--- src/lcrf_pkg.sv ---
// Package of LIN control register file constants and carriers
`default_nettype none
package lcrf_pkg;
  // Direct special-function addresses and pages
  localparam logic [7:0] ADDR_MODE = 8'hC9;
  localparam logic [7:0] PAGE_MODE = 8'h0F;
  localparam logic [7:0] ADDR_INDEX = 8'hD3;
  localparam logic [7:0] ADDR_WINDOW = 8'hD2;
  localparam logic [7:0] PAGE_LIN = 8'h00;
  // Indirect register indices
  localparam logic [7:0] IDX_DATA_LAST = 8'h07;
  localparam logic [7:0] IDX_CTRL = 8'h08;
  localparam logic [7:0] IDX_STAT = 8'h09;
  localparam logic [7:0] IDX_ERR = 8'h0A;
  localparam logic [7:0] IDX_SIZE = 8'h0B;
  localparam logic [7:0] IDX_DIV = 8'h0C;
  localparam logic [7:0] IDX_MUL = 8'h0D;
  localparam logic [7:0] IDX_ID = 8'h0E;
  // Control-mode bit positions and reset value
  localparam int MODE_EN_BIT = 7;
  localparam int MODE_MASTER_BIT = 6;
  localparam int MODE_AUTO_BAUD_SELECT_BIT = 5;
  localparam logic [7:0] MODE_RESET = 8'h60;
  // Frame-control bit positions
  localparam int CTRL_STOP_BIT = 7;
  localparam int CTRL_SLEEP_BIT = 6;
  localparam int CTRL_DIR_BIT = 5;
  localparam int CTRL_ACK_BIT = 4;
  localparam int CTRL_CLR_IRQ_BIT = 3;
  localparam int CTRL_CLR_ERR_BIT = 2;
  localparam int CTRL_WAKE_BIT = 1;
  localparam int CTRL_START_BIT = 0;
  // Role-restricted bit masks per register
  localparam logic [7:0] CTRL_SLV_ONLY = 8'hD0;
  localparam logic [7:0] CTRL_MST_ONLY = 8'h01;
  localparam logic [7:0] STAT_SLV_ONLY = 8'h30;
  localparam logic [7:0] ERR_SLV_ONLY = 8'h18;
  // Implemented-bit masks and reset values
  localparam logic [7:0] ID_MASK = 8'h3F;
  localparam logic [4:0] ERR_RESET = 5'h00;
  localparam logic [7:0] REG_RESET = 8'h00;
  // Configuration towards the protocol engine
  typedef struct packed {
    logic enable;
    logic master;
    logic auto_baud;
    logic direction;
    logic sleep;
    logic [7:0] frame_size;
    logic [7:0] divider;
    logic [7:0] multiplier;
    logic [5:0] identifier;
  } lcrf_cfg_t;
  // One-cycle command pulses towards the engine
  typedef struct packed {
    logic start;
    logic stop;
    logic ack;
    logic wake;
  } lcrf_cmd_t;
  // Events reported by the engine
  typedef struct packed {
    logic active;
    logic id_rx;
    logic done;
    logic [4:0] err_set;
    logic wake_seen;
    logic idle_to;
    logic abort;
    logic ack_taken;
    logic wake_sent;
    logic rx_we;
    logic [2:0] rx_idx;
    logic [7:0] rx_byte;
  } lcrf_evt_t;
endpackage : lcrf_pkg
`default_nettype wire

--- src/lcrf_regs.sv ---
// LIN control register file: direct mode register and indirect bank
// Function
// Mode bit 7 disables the interface at 0, enables it at 1.
// Mode bit 6 picks slave at 0, master at 1; master after reset.
// Mode bit 5 picks automatic baud, effective only in slave role.
// Mode bits 4 to 0 read zero and ignore writes.
// Mode register sits at address 0xC9 on page 0x0F.
// Fifteen indirect registers at indices 0x00 to 0x0E.
// Master-only bits usable in master role, slave-only bits in slave role.
// Eight data bytes at 0x00 to 0x07, sent or received, reset zero.
// Slave stop bit suspends bus processing until next break; reads zero.
// Slave sleep bit requests sleep; clearing it wakes after wake-up.
// Control bit 5 marks frame as transmit at 1, receive at 0.
// Slave acknowledge bit set by software, cleared by the controller.
// Control bit 3 written 1 clears pending interrupt; reads zero.
// Control bit 2 written 1 clears all error flags; reads zero.
// Wake bit sends wake-up signal, then clears itself.
// Master start bit starts a frame, clears at completion or error.
// Software loads identifier, length and data before starting.
// Index register 0xD3 and window register 0xD2 reach indirect bank.
// Slave data request flag sets on identifier received, else clears.
// Wrong-role writes change nothing; wrong-role bits read zero.
`default_nettype none
module lcrf_regs
  import lcrf_pkg::*;
(
  // Clock, reset, enable
  input wire logic clk_i,
  input wire logic reset_i,
  input wire logic ce_i,
  // CPU special-function bus
  input wire logic [7:0] sfr_addr_i,
  input wire logic [7:0] sfr_page_i,
  input wire logic sfr_wr_i,
  input wire logic sfr_rd_i,
  input wire logic [7:0] sfr_wdata_i,
  output logic [7:0] sfr_rdata_o,
  // Protocol engine side
  input wire lcrf_evt_t evt_i,
  output lcrf_cfg_t cfg_o,
  output lcrf_cmd_t cmd_o,
  output logic [63:0] tx_data_o
);

  // Bits of a register usable in the given role
  function automatic logic [7:0] role_mask(input logic [7:0] idx, input logic master);
    logic [7:0] slv;
    logic [7:0] mst;
    slv = 8'h00;
    mst = 8'h00;
    case (idx)
      IDX_CTRL: begin
        slv = CTRL_SLV_ONLY;
        mst = CTRL_MST_ONLY;
      end
      IDX_STAT: slv = STAT_SLV_ONLY;
      IDX_ERR: slv = ERR_SLV_ONLY;
      default: slv = 8'h00;
    endcase
    return master ? ~slv : ~mst;
  endfunction : role_mask

  // State
  logic mode_en;
  logic mode_master;
  logic mode_auto_baud_select;
  logic [7:0] index;
  logic [7:0] data_mem [8];
  logic ctrl_sleep;
  logic ctrl_dir;
  logic ctrl_ack;
  logic ctrl_wake;
  logic ctrl_start;
  logic st_active;
  logic st_idle;
  logic st_abort;
  logic st_data_request_flag;
  logic st_irq;
  logic st_err;
  logic st_wake;
  logic st_done;
  logic [4:0] err_flags;
  logic [7:0] size_reg;
  logic [7:0] div_reg;
  logic [7:0] mul_reg;
  logic [5:0] id_reg;
  logic auto_baud_eff;
  logic next_mode_master;
  logic next_mode_auto_baud_select;

  // Address decode and masked write data
  logic sel_mode;
  logic sel_index;
  logic sel_window;
  logic wr_win;
  logic wr_ctrl;
  logic [7:0] wmask;
  logic [7:0] wd;
  logic do_start;
  logic do_stop;
  logic do_ack;
  logic do_wake;
  logic clr_irq;
  logic clr_err;
  logic any_event;
  logic frame_end;
  logic [7:0] rd_mux;

  assign sel_mode = (sfr_page_i == PAGE_MODE) && (sfr_addr_i == ADDR_MODE);
  assign sel_index = (sfr_page_i == PAGE_LIN) && (sfr_addr_i == ADDR_INDEX);
  assign sel_window = (sfr_page_i == PAGE_LIN) && (sfr_addr_i == ADDR_WINDOW);
  assign wr_win = ce_i && sfr_wr_i && sel_window;
  assign wr_ctrl = wr_win && (index == IDX_CTRL);
  assign wmask = role_mask(index, mode_master);
  assign wd = sfr_wdata_i & wmask;

  // Command decode: start and wake gated by enable and error state, stop and ack by enable only
  assign do_start = wr_ctrl && wd[CTRL_START_BIT] && mode_en && !st_err;
  assign do_stop = wr_ctrl && wd[CTRL_STOP_BIT] && mode_en;
  assign do_ack = wr_ctrl && wd[CTRL_ACK_BIT] && mode_en;
  assign do_wake = wr_ctrl && wd[CTRL_WAKE_BIT] && mode_en && !st_err;
  assign clr_irq = wr_ctrl && wd[CTRL_CLR_IRQ_BIT];
  assign clr_err = wr_ctrl && wd[CTRL_CLR_ERR_BIT];
  assign frame_end = evt_i.done || (|evt_i.err_set);
  assign any_event = evt_i.id_rx || frame_end || evt_i.wake_seen || evt_i.idle_to;

  // Next mode values, shared by mode and effective baud flops
  always_comb begin
    next_mode_master = mode_master;
    next_mode_auto_baud_select = mode_auto_baud_select;
    if (ce_i && sfr_wr_i && sel_mode) begin
      next_mode_master = sfr_wdata_i[MODE_MASTER_BIT];
      next_mode_auto_baud_select = sfr_wdata_i[MODE_AUTO_BAUD_SELECT_BIT];
    end
  end

  // Control-mode register
  always_ff @(posedge clk_i) begin
    if (reset_i) begin
      mode_en <= MODE_RESET[MODE_EN_BIT];
      mode_master <= MODE_RESET[MODE_MASTER_BIT];
      mode_auto_baud_select <= MODE_RESET[MODE_AUTO_BAUD_SELECT_BIT];
      auto_baud_eff <= 1'b0;
    end else if (ce_i) begin
      if (sfr_wr_i && sel_mode) begin
        mode_en <= sfr_wdata_i[MODE_EN_BIT];
      end
      mode_master <= next_mode_master;
      mode_auto_baud_select <= next_mode_auto_baud_select;
      auto_baud_eff <= next_mode_auto_baud_select && !next_mode_master;
    end
  end

  // Indirect index register
  always_ff @(posedge clk_i) begin
    if (reset_i) begin
      index <= REG_RESET;
    end else if (ce_i && sfr_wr_i && sel_index) begin
      index <= sfr_wdata_i;
    end
  end

  // Data bytes, engine receive takes priority over CPU
  for (genvar i = 0; i < 8; i++) begin : g_data
    always_ff @(posedge clk_i) begin
      if (reset_i) begin
        data_mem[i] <= REG_RESET;
      end else if (ce_i) begin
        if (evt_i.rx_we && (evt_i.rx_idx == 3'(i))) begin
          data_mem[i] <= evt_i.rx_byte;
        end else if (wr_win && (index == 8'(i))) begin
          data_mem[i] <= sfr_wdata_i;
        end
      end
    end
    assign tx_data_o[8*i +: 8] = data_mem[i];
  end

  // Frame-control stored bits
  always_ff @(posedge clk_i) begin
    if (reset_i) begin
      ctrl_sleep <= 1'b0;
      ctrl_dir <= 1'b0;
    end else if (ce_i && wr_ctrl) begin
      if (!mode_master) begin
        ctrl_sleep <= wd[CTRL_SLEEP_BIT];
      end
      ctrl_dir <= wd[CTRL_DIR_BIT];
    end
  end

  // Self-clearing request bits; software set wins over clear
  always_ff @(posedge clk_i) begin
    if (reset_i) begin
      ctrl_ack <= 1'b0;
      ctrl_wake <= 1'b0;
      ctrl_start <= 1'b0;
    end else if (ce_i) begin
      if (do_ack) begin
        ctrl_ack <= 1'b1;
      end else if (evt_i.ack_taken) begin
        ctrl_ack <= 1'b0;
      end
      if (do_wake) begin
        ctrl_wake <= 1'b1;
      end else if (evt_i.wake_sent || (|evt_i.err_set)) begin
        ctrl_wake <= 1'b0;
      end
      if (do_start) begin
        ctrl_start <= 1'b1;
      end else if (frame_end) begin
        ctrl_start <= 1'b0;
      end
    end
  end

  // Command pulses to the engine
  always_ff @(posedge clk_i) begin
    if (reset_i) begin
      cmd_o <= '0;
    end else if (ce_i) begin
      cmd_o.start <= do_start;
      cmd_o.stop <= do_stop;
      cmd_o.ack <= do_ack;
      cmd_o.wake <= do_wake;
    end
  end

  // Status flags; hardware set wins over software clear
  always_ff @(posedge clk_i) begin
    if (reset_i) begin
      st_active <= 1'b0;
      st_idle <= 1'b0;
      st_abort <= 1'b0;
      st_data_request_flag <= 1'b0;
      st_irq <= 1'b0;
      st_wake <= 1'b0;
      st_done <= 1'b0;
    end else if (ce_i) begin
      st_active <= evt_i.active;
      if (evt_i.idle_to) begin
        st_idle <= 1'b1;
      end else if (evt_i.active) begin
        st_idle <= 1'b0;
      end
      if (evt_i.abort || do_stop) begin
        st_abort <= 1'b1;
      end else if (evt_i.id_rx) begin
        st_abort <= 1'b0;
      end
      if (evt_i.id_rx && !mode_master) begin
        st_data_request_flag <= 1'b1;
      end else if (do_ack || do_stop || frame_end || mode_master) begin
        st_data_request_flag <= 1'b0;
      end
      if (any_event) begin
        st_irq <= 1'b1;
      end else if (clr_irq) begin
        st_irq <= 1'b0;
      end
      if (evt_i.wake_seen || do_wake) begin
        st_wake <= 1'b1;
      end else if (do_start) begin
        st_wake <= 1'b0;
      end
      if (evt_i.done || evt_i.wake_seen) begin
        st_done <= 1'b1;
      end else if (do_start) begin
        st_done <= 1'b0;
      end
    end
  end

  // Error flags and summary; new error wins over clear
  always_ff @(posedge clk_i) begin
    if (reset_i) begin
      err_flags <= ERR_RESET;
      st_err <= 1'b0;
    end else if (ce_i) begin
      if (|evt_i.err_set) begin
        err_flags <= (clr_err ? ERR_RESET : err_flags) | evt_i.err_set;
        st_err <= 1'b1;
      end else if (clr_err) begin
        err_flags <= ERR_RESET;
        st_err <= 1'b0;
      end
    end
  end

  // Size, baud and identifier registers
  always_ff @(posedge clk_i) begin
    if (reset_i) begin
      size_reg <= REG_RESET;
      div_reg <= REG_RESET;
      mul_reg <= REG_RESET;
      id_reg <= '0;
    end else if (wr_win) begin
      case (index)
        IDX_SIZE: size_reg <= sfr_wdata_i;
        IDX_DIV: div_reg <= sfr_wdata_i;
        IDX_MUL: mul_reg <= sfr_wdata_i;
        IDX_ID: id_reg <= sfr_wdata_i[5:0];
        default: id_reg <= id_reg;
      endcase
    end
  end

  // Read multiplexer for all mapped locations
  always_comb begin
    rd_mux = 8'h00;
    if (sel_mode) begin
      rd_mux = {mode_en, mode_master, mode_auto_baud_select, 5'b00000};
    end else if (sel_index) begin
      rd_mux = index;
    end else if (sel_window) begin
      case (index)
        IDX_CTRL: rd_mux = {1'b0, ctrl_sleep, ctrl_dir, ctrl_ack, 2'b00, ctrl_wake,
                            ctrl_start};
        IDX_STAT: rd_mux = {st_active, st_idle, st_abort, st_data_request_flag, st_irq, st_err,
                            st_wake, st_done};
        IDX_ERR: rd_mux = {3'b000, err_flags};
        IDX_SIZE: rd_mux = size_reg;
        IDX_DIV: rd_mux = div_reg;
        IDX_MUL: rd_mux = mul_reg;
        IDX_ID: rd_mux = {2'b00, id_reg} & ID_MASK;
        default: rd_mux = (index <= IDX_DATA_LAST) ? data_mem[index[2:0]] : 8'h00;
      endcase
      rd_mux = rd_mux & role_mask(index, mode_master);
    end
  end

  // Registered read answer, one cycle after the strobe
  always_ff @(posedge clk_i) begin
    if (reset_i) begin
      sfr_rdata_o <= 8'h00;
    end else if (ce_i && sfr_rd_i) begin
      sfr_rdata_o <= rd_mux;
    end
  end

  // Configuration to the engine, all from flops
  assign cfg_o.enable = mode_en;
  assign cfg_o.master = mode_master;
  assign cfg_o.auto_baud = auto_baud_eff;
  assign cfg_o.direction = ctrl_dir;
  assign cfg_o.sleep = ctrl_sleep;
  assign cfg_o.frame_size = size_reg;
  assign cfg_o.divider = div_reg;
  assign cfg_o.multiplier = mul_reg;
  assign cfg_o.identifier = id_reg;
endmodule : lcrf_regs
`default_nettype wire

--- config.mk ---
export PLATFORM = sky130hd
export DESIGN_NAME = lcrf_regs
export DESIGN_NICKNAME = d
export VERILOG_FILES = /design/src/lcrf_pkg.sv /design/src/lcrf_regs.sv
export SDC_FILE = /design/constraint.sdc
export NUM_CORES = 1
export LEC_CHECK = 0
export BUFFER_PORTS_ARGS = -buffer_cell sky130_fd_sc_hd__buf_2
export CORE_MARGIN = 4
export CORE_UTILIZATION = 50
export DETAILED_ROUTE_END_ITERATION = 7
export PLACE_DENSITY_LB_ADDON = 0.15
export SYNTH_ARGS = -nofsm -noshare
export SYNTH_HDL_FRONTEND = slang
export SYNTH_SLANG_ARGS = --single-unit
export TNS_END_PERCENT = 30
--- constraint.sdc ---
create_clock -name clk_i -period 3.9 [get_ports clk_i]
set_input_delay 0.78 -clock clk_i [delete_from_list [all_inputs] [get_ports clk_i]]
set_output_delay 0.78 -clock clk_i [all_outputs]
set_load 0.01 [all_outputs]
[Word-level counts from Yosys, hierarchy flattened]
Memory sizes are Yosys's and may differ from the RTL's. A register that Yosys moved wholly into a read port is not among the register bits.
Index checks and enable logic that the tools add are counted.
Storage, ports and cells
  memories kept: 1
  bits in latches: 0
  input port bits: 54
  flip-flop bits (word level): 72
  logic and storage cells: 297
  output and inout port bits: 111
  RAM bits: 64
  memory bits (read-only): 0
Memories
  data_mem: depth 8, bits a word 8, read ports 9, clocked after memory_dff 1, write ports 8, RTL line lcrf_regs.sv:68  | logic [7:0] data_mem [8];
Operators by class
  reduce and logical (&&, ||, !) cells: 85
  $mul: 0
  add/subtract/negate cells: 0
  bitwise logic cells: 24
  muxes and demuxes: 133
  $lt $le $gt $ge: 1
  divide/modulo/power cells: 0
  eq/ne operators: 25
  shift operators: 0
Operator list (count)
  $mux W8: 31
  $mux W1: 96
  $eq A8 B4 Y1 const B: 8
  $pmux W8 S7: 1
  $logic_and A1 B1 Y1: 41
  $eq A8 B3 Y1 const B: 4
  $not A8 Y8: 4
  $reduce_and A2 Y1: 16
  $eq A8 B8 Y1 const B: 3
  $pmux W8 S3: 1
  $reduce_bool A2 Y1: 10
  $and A8 B8 Y8: 2
  $eq A8 B2 Y1 const B: 2
  $logic_not A8 Y1: 2
  $or A1 B1 Y1: 16
  $eq A3 B3 Y1 const B: 4
  $logic_or A1 B1 Y1: 11
  $mux W5: 2
  $eq A8 B1 Y1 const B: 1
  $le A8 B3 Y1 const B: 1
  $eq A3 B2 Y1 const B: 2
  $mux W3: 2
  $or A5 B5 Y5: 1
  $reduce_or A5 Y1: 1
  4 further kinds: 6

[Logic depth before layout (Yosys ltp)]
  depth in word-level cells: 12
  gate-level depth with buffers: 8
  depth with buffers taken out: 5

[Least setup slack after synthesis]
No wires, ideal clock.
  path kind: input port to flip-flop
  start: input port reset_i
  end: memory data_mem[5][0] (enable)
  path buffers: 3
  cell stages on the path: 8
  arrival: 2639 ps
  path slack: 935 ps
  cells stage by stage: buf_2 nor2b_1 clkbuf_1 nand3_1 or4_1 buf_6 nor4_4 a211o_1
RTL lines
  start, declared: RTL line lcrf_regs.sv:29  | input wire logic reset_i,
  end, declared: RTL line lcrf_regs.sv:68

==> run metrics <==
Clock Sinks=139; adder-cell share of the synthesized area=0%; worst-path fanout max=9; Core Area=0.0140 mm^2; Placer Congestion=1.00; First-pass DRT Iterations=6; Synth Area in Simple Gates=17.2%; Die Area=0.0164 mm^2; max reg flops=64; static leakage=3.61 nW; synthesis-stage register bit count=139; top-area cell type share of the netlist area=26.7%; setup bufs post-CTS=0; Top FF cell, synth=dfxtp_1; Synth Area in XOR/XNOR=0%; Synth area leaders=edfxtp_1 (27%), dfxtp_1 (21%), mux2i_1 (7.0%); first-pass GRT wire length=38,000 um; Post-Route Setup TNS=0 ps; routed vias/inst=6.51; die width=128 um; Gate Count Post-Synth=653; final wirelength=25,200 um; max cap viols=0; status=finished clean; CP Class=in -> reg; hpwl dp=18,300 um; Post-CTS Hold Fix Bufs=0; Buffers on Ports=164; drc violations=0; vias in the first global route=6,424; pwr/cell area=401 mW/mm^2; Worst slew margin=44.0%; final setup vio count=0; Fmax achieved=0.317 GHz; DR top layer=met4; mux contribution to synthesized area=13.1%; Net Count, Synth=707; Async SR Flop Fraction=0%; critical path cell sequence=buf_2 -> nor4_2 -> nand4_1 -> or4_1 -> buf_4 -> nor4_4 -> a211o_1; initial core utilization=51.4%; Routed wire per std cell=25.3 um; Post-synth EDFFs=64; Slew @ Worst Pin=839 ps; Antenna Violating Nets Remaining=0; Root Driver=clkbuf_16; total track usage=30.8%; num rows=43; worst hold path type=reg -> reg; Setup crit end kind=flop; # IOs=165; Syn Std Cell Area=0.00719 mm^2; Yosys top cell by area=edfxtp_1; slowest stage cell, crit path=nor4_2; startpoint types=primary input; Worst VDD drop=0.280 mV; fill count=1,162; nets=857; via count=6,488; met3 WL=3100 um; fin. max-slew vios=0; GRT overflow=0; period utilization=80.8%; Netlist cell types=61; Met1 Wirelength=10,400 um; Post-Syn Area per Cell=11.0 um^2; WP data required=4000 ps; Finished Core Util=62.4%; wire length on met2=11,100 um; minimum clock period=3150 ps; Max Buffers Root-to-Sink=2; layout cells sized above 1=30.5%; Clock Pin Slew Worst Setup and Hold Paths=60 ps; worst skew pair latency=430 ps; P&R area growth vs syn=21.4%; yosys warns=0; # diodes=0; slowest stage delay, CP=500 ps; initial antenna violation count=0; CTS tree=built; largest family of logic cells by synthesized area=compound AO/OA/AOI/OAI gates; Compound-Gate Fraction of Synth Area=18.7%; RSZ-0062 raised after global routing=no; post-cts gate resize count=0; DR iter-0 viols=756; H-tree lvl count=4; post-route cell area=0.00872 mm^2; crit path DAT=3250 ps; DP Area=0.00815 mm^2; Final Hold Fails=0; Largest Register=data_mem; Die Y=128 um; sequential-to-total area share from yosys stat=47.6%; largest net degree at the start of global routing=82; CTS Buf Count=17; Final Skew=7.98 ps
## kinds of logic after synthesis
group / Yosys count
multiplexers: 72
buffers and inverters: 57
AO/OA/AOI/OAI: 177
AND/OR/NAND/NOR: 208
flip-flops: 139
## cells in the mapped netlist (3+ instances only)
master and count:
dfxtp_1 75, edfxtp_1 64, mux2i_1 50, a2bb2o_1 43
nand2_1 43, nand2b_1 38, nor2_1 36, a21oi_1 34
clkbuf_1 34, o21ai_0 27, mux4_2 17, nand3_1 16
nand4_1 16, a22o_1 14, nor2b_1 13, o2bb2ai_1 13
a211o_1 6, inv_1 6, nor4_4 6, buf_1 5
buf_2 5, buf_4 5, mux2_2 5, nor3_1 5
o2111ai_1 5, a211oi_1 4, a21o_1 4, and2_1 4
and4_1 4, o221ai_1 4, or4_1 4, a31oi_1 3
nor4_1 3, o31ai_1 3, or3_1 3
## per-layer routing
metal	track usage, %	up-vias
met1	43.4	3123
met3	9.25	63
met4	10.2	0
li1	-	2829
met5	0	-
met2	45.8	473
## cell usage in the layout (no fill, tap or decap), drive strengths merged, types with 6 or more instances in the layout
cell type	n
nand2b	38
dfxtp	75
buf	181
o2bb2ai	13
nor3	7
a22o	14
nor2	36
a2bb2o	43
mux4	17
mux2i	50
nor2b	13
o21ai	27
nand2	43
clkinv	6
edfxtp	64
nand4	16
nor4	10
clkbuf	20
inv	9
a21oi	34
a211o	6
nand3	16
## critical path: cells and delay by family
| family | cells | cell delay, ps |
|---|---|---|
| buffers and inverters | 2 | 330 |
| AND/OR/NAND/NOR | 4 | 1750 |
| AO/OA/AOI/OAI | 1 | 380 |
## per-stage QoR
stage | total power (W) | setup WS [ps] | cells | hold slack, ps
floorplan | 0.00177 | 935 | 653 | 427
global placement | 0.00192 | 522 | 964 | 438
detailed placement | 0.00192 | 376 | 964 | 449
CTS | 0.00349 | 778 | 996 | 457
global route | 0.00359 | 626 | 996 | 488
finish | 0.00350 | 750 | 996 | 457
## path summary, 6_finish.rpt
check	startpoint	to	slack, ps	depth (start not counted)
worst max-delay path	sfr_page_i[5]	data_mem[5][4]	750	7
worst max register to register	index[7]	data_mem[5][4]	1010	6
worst min register to register	ctrl_ack	ctrl_ack	460	2
worst min-delay path	ctrl_ack	ctrl_ack	460	2
## final cells by class
type,count,area (um^2),area share (%)
Inverter,7,26.3,0.301
Multi-Input combinational cell,457,3530,40.4
Clock inverter,12,119,1.36
Sequential cell,139,3420,39.2
Timing Repair Buffer,181,948,10.9
Tap cell,180,225,2.58
Clock buffer,20,457,5.23
## power breakdown
part | switching [W] | leakage, nW | internal (W)
clock network | 0.000632 | 0.287 | 0.000968
logic | 0.000171 | 2.10 | 0.000106
registers | 0.0000467 | 1.22 | 0.00158
total | 0.000849 | 3.61 | 0.00265
No activity file was read; power rests on OpenSTA's default activity.
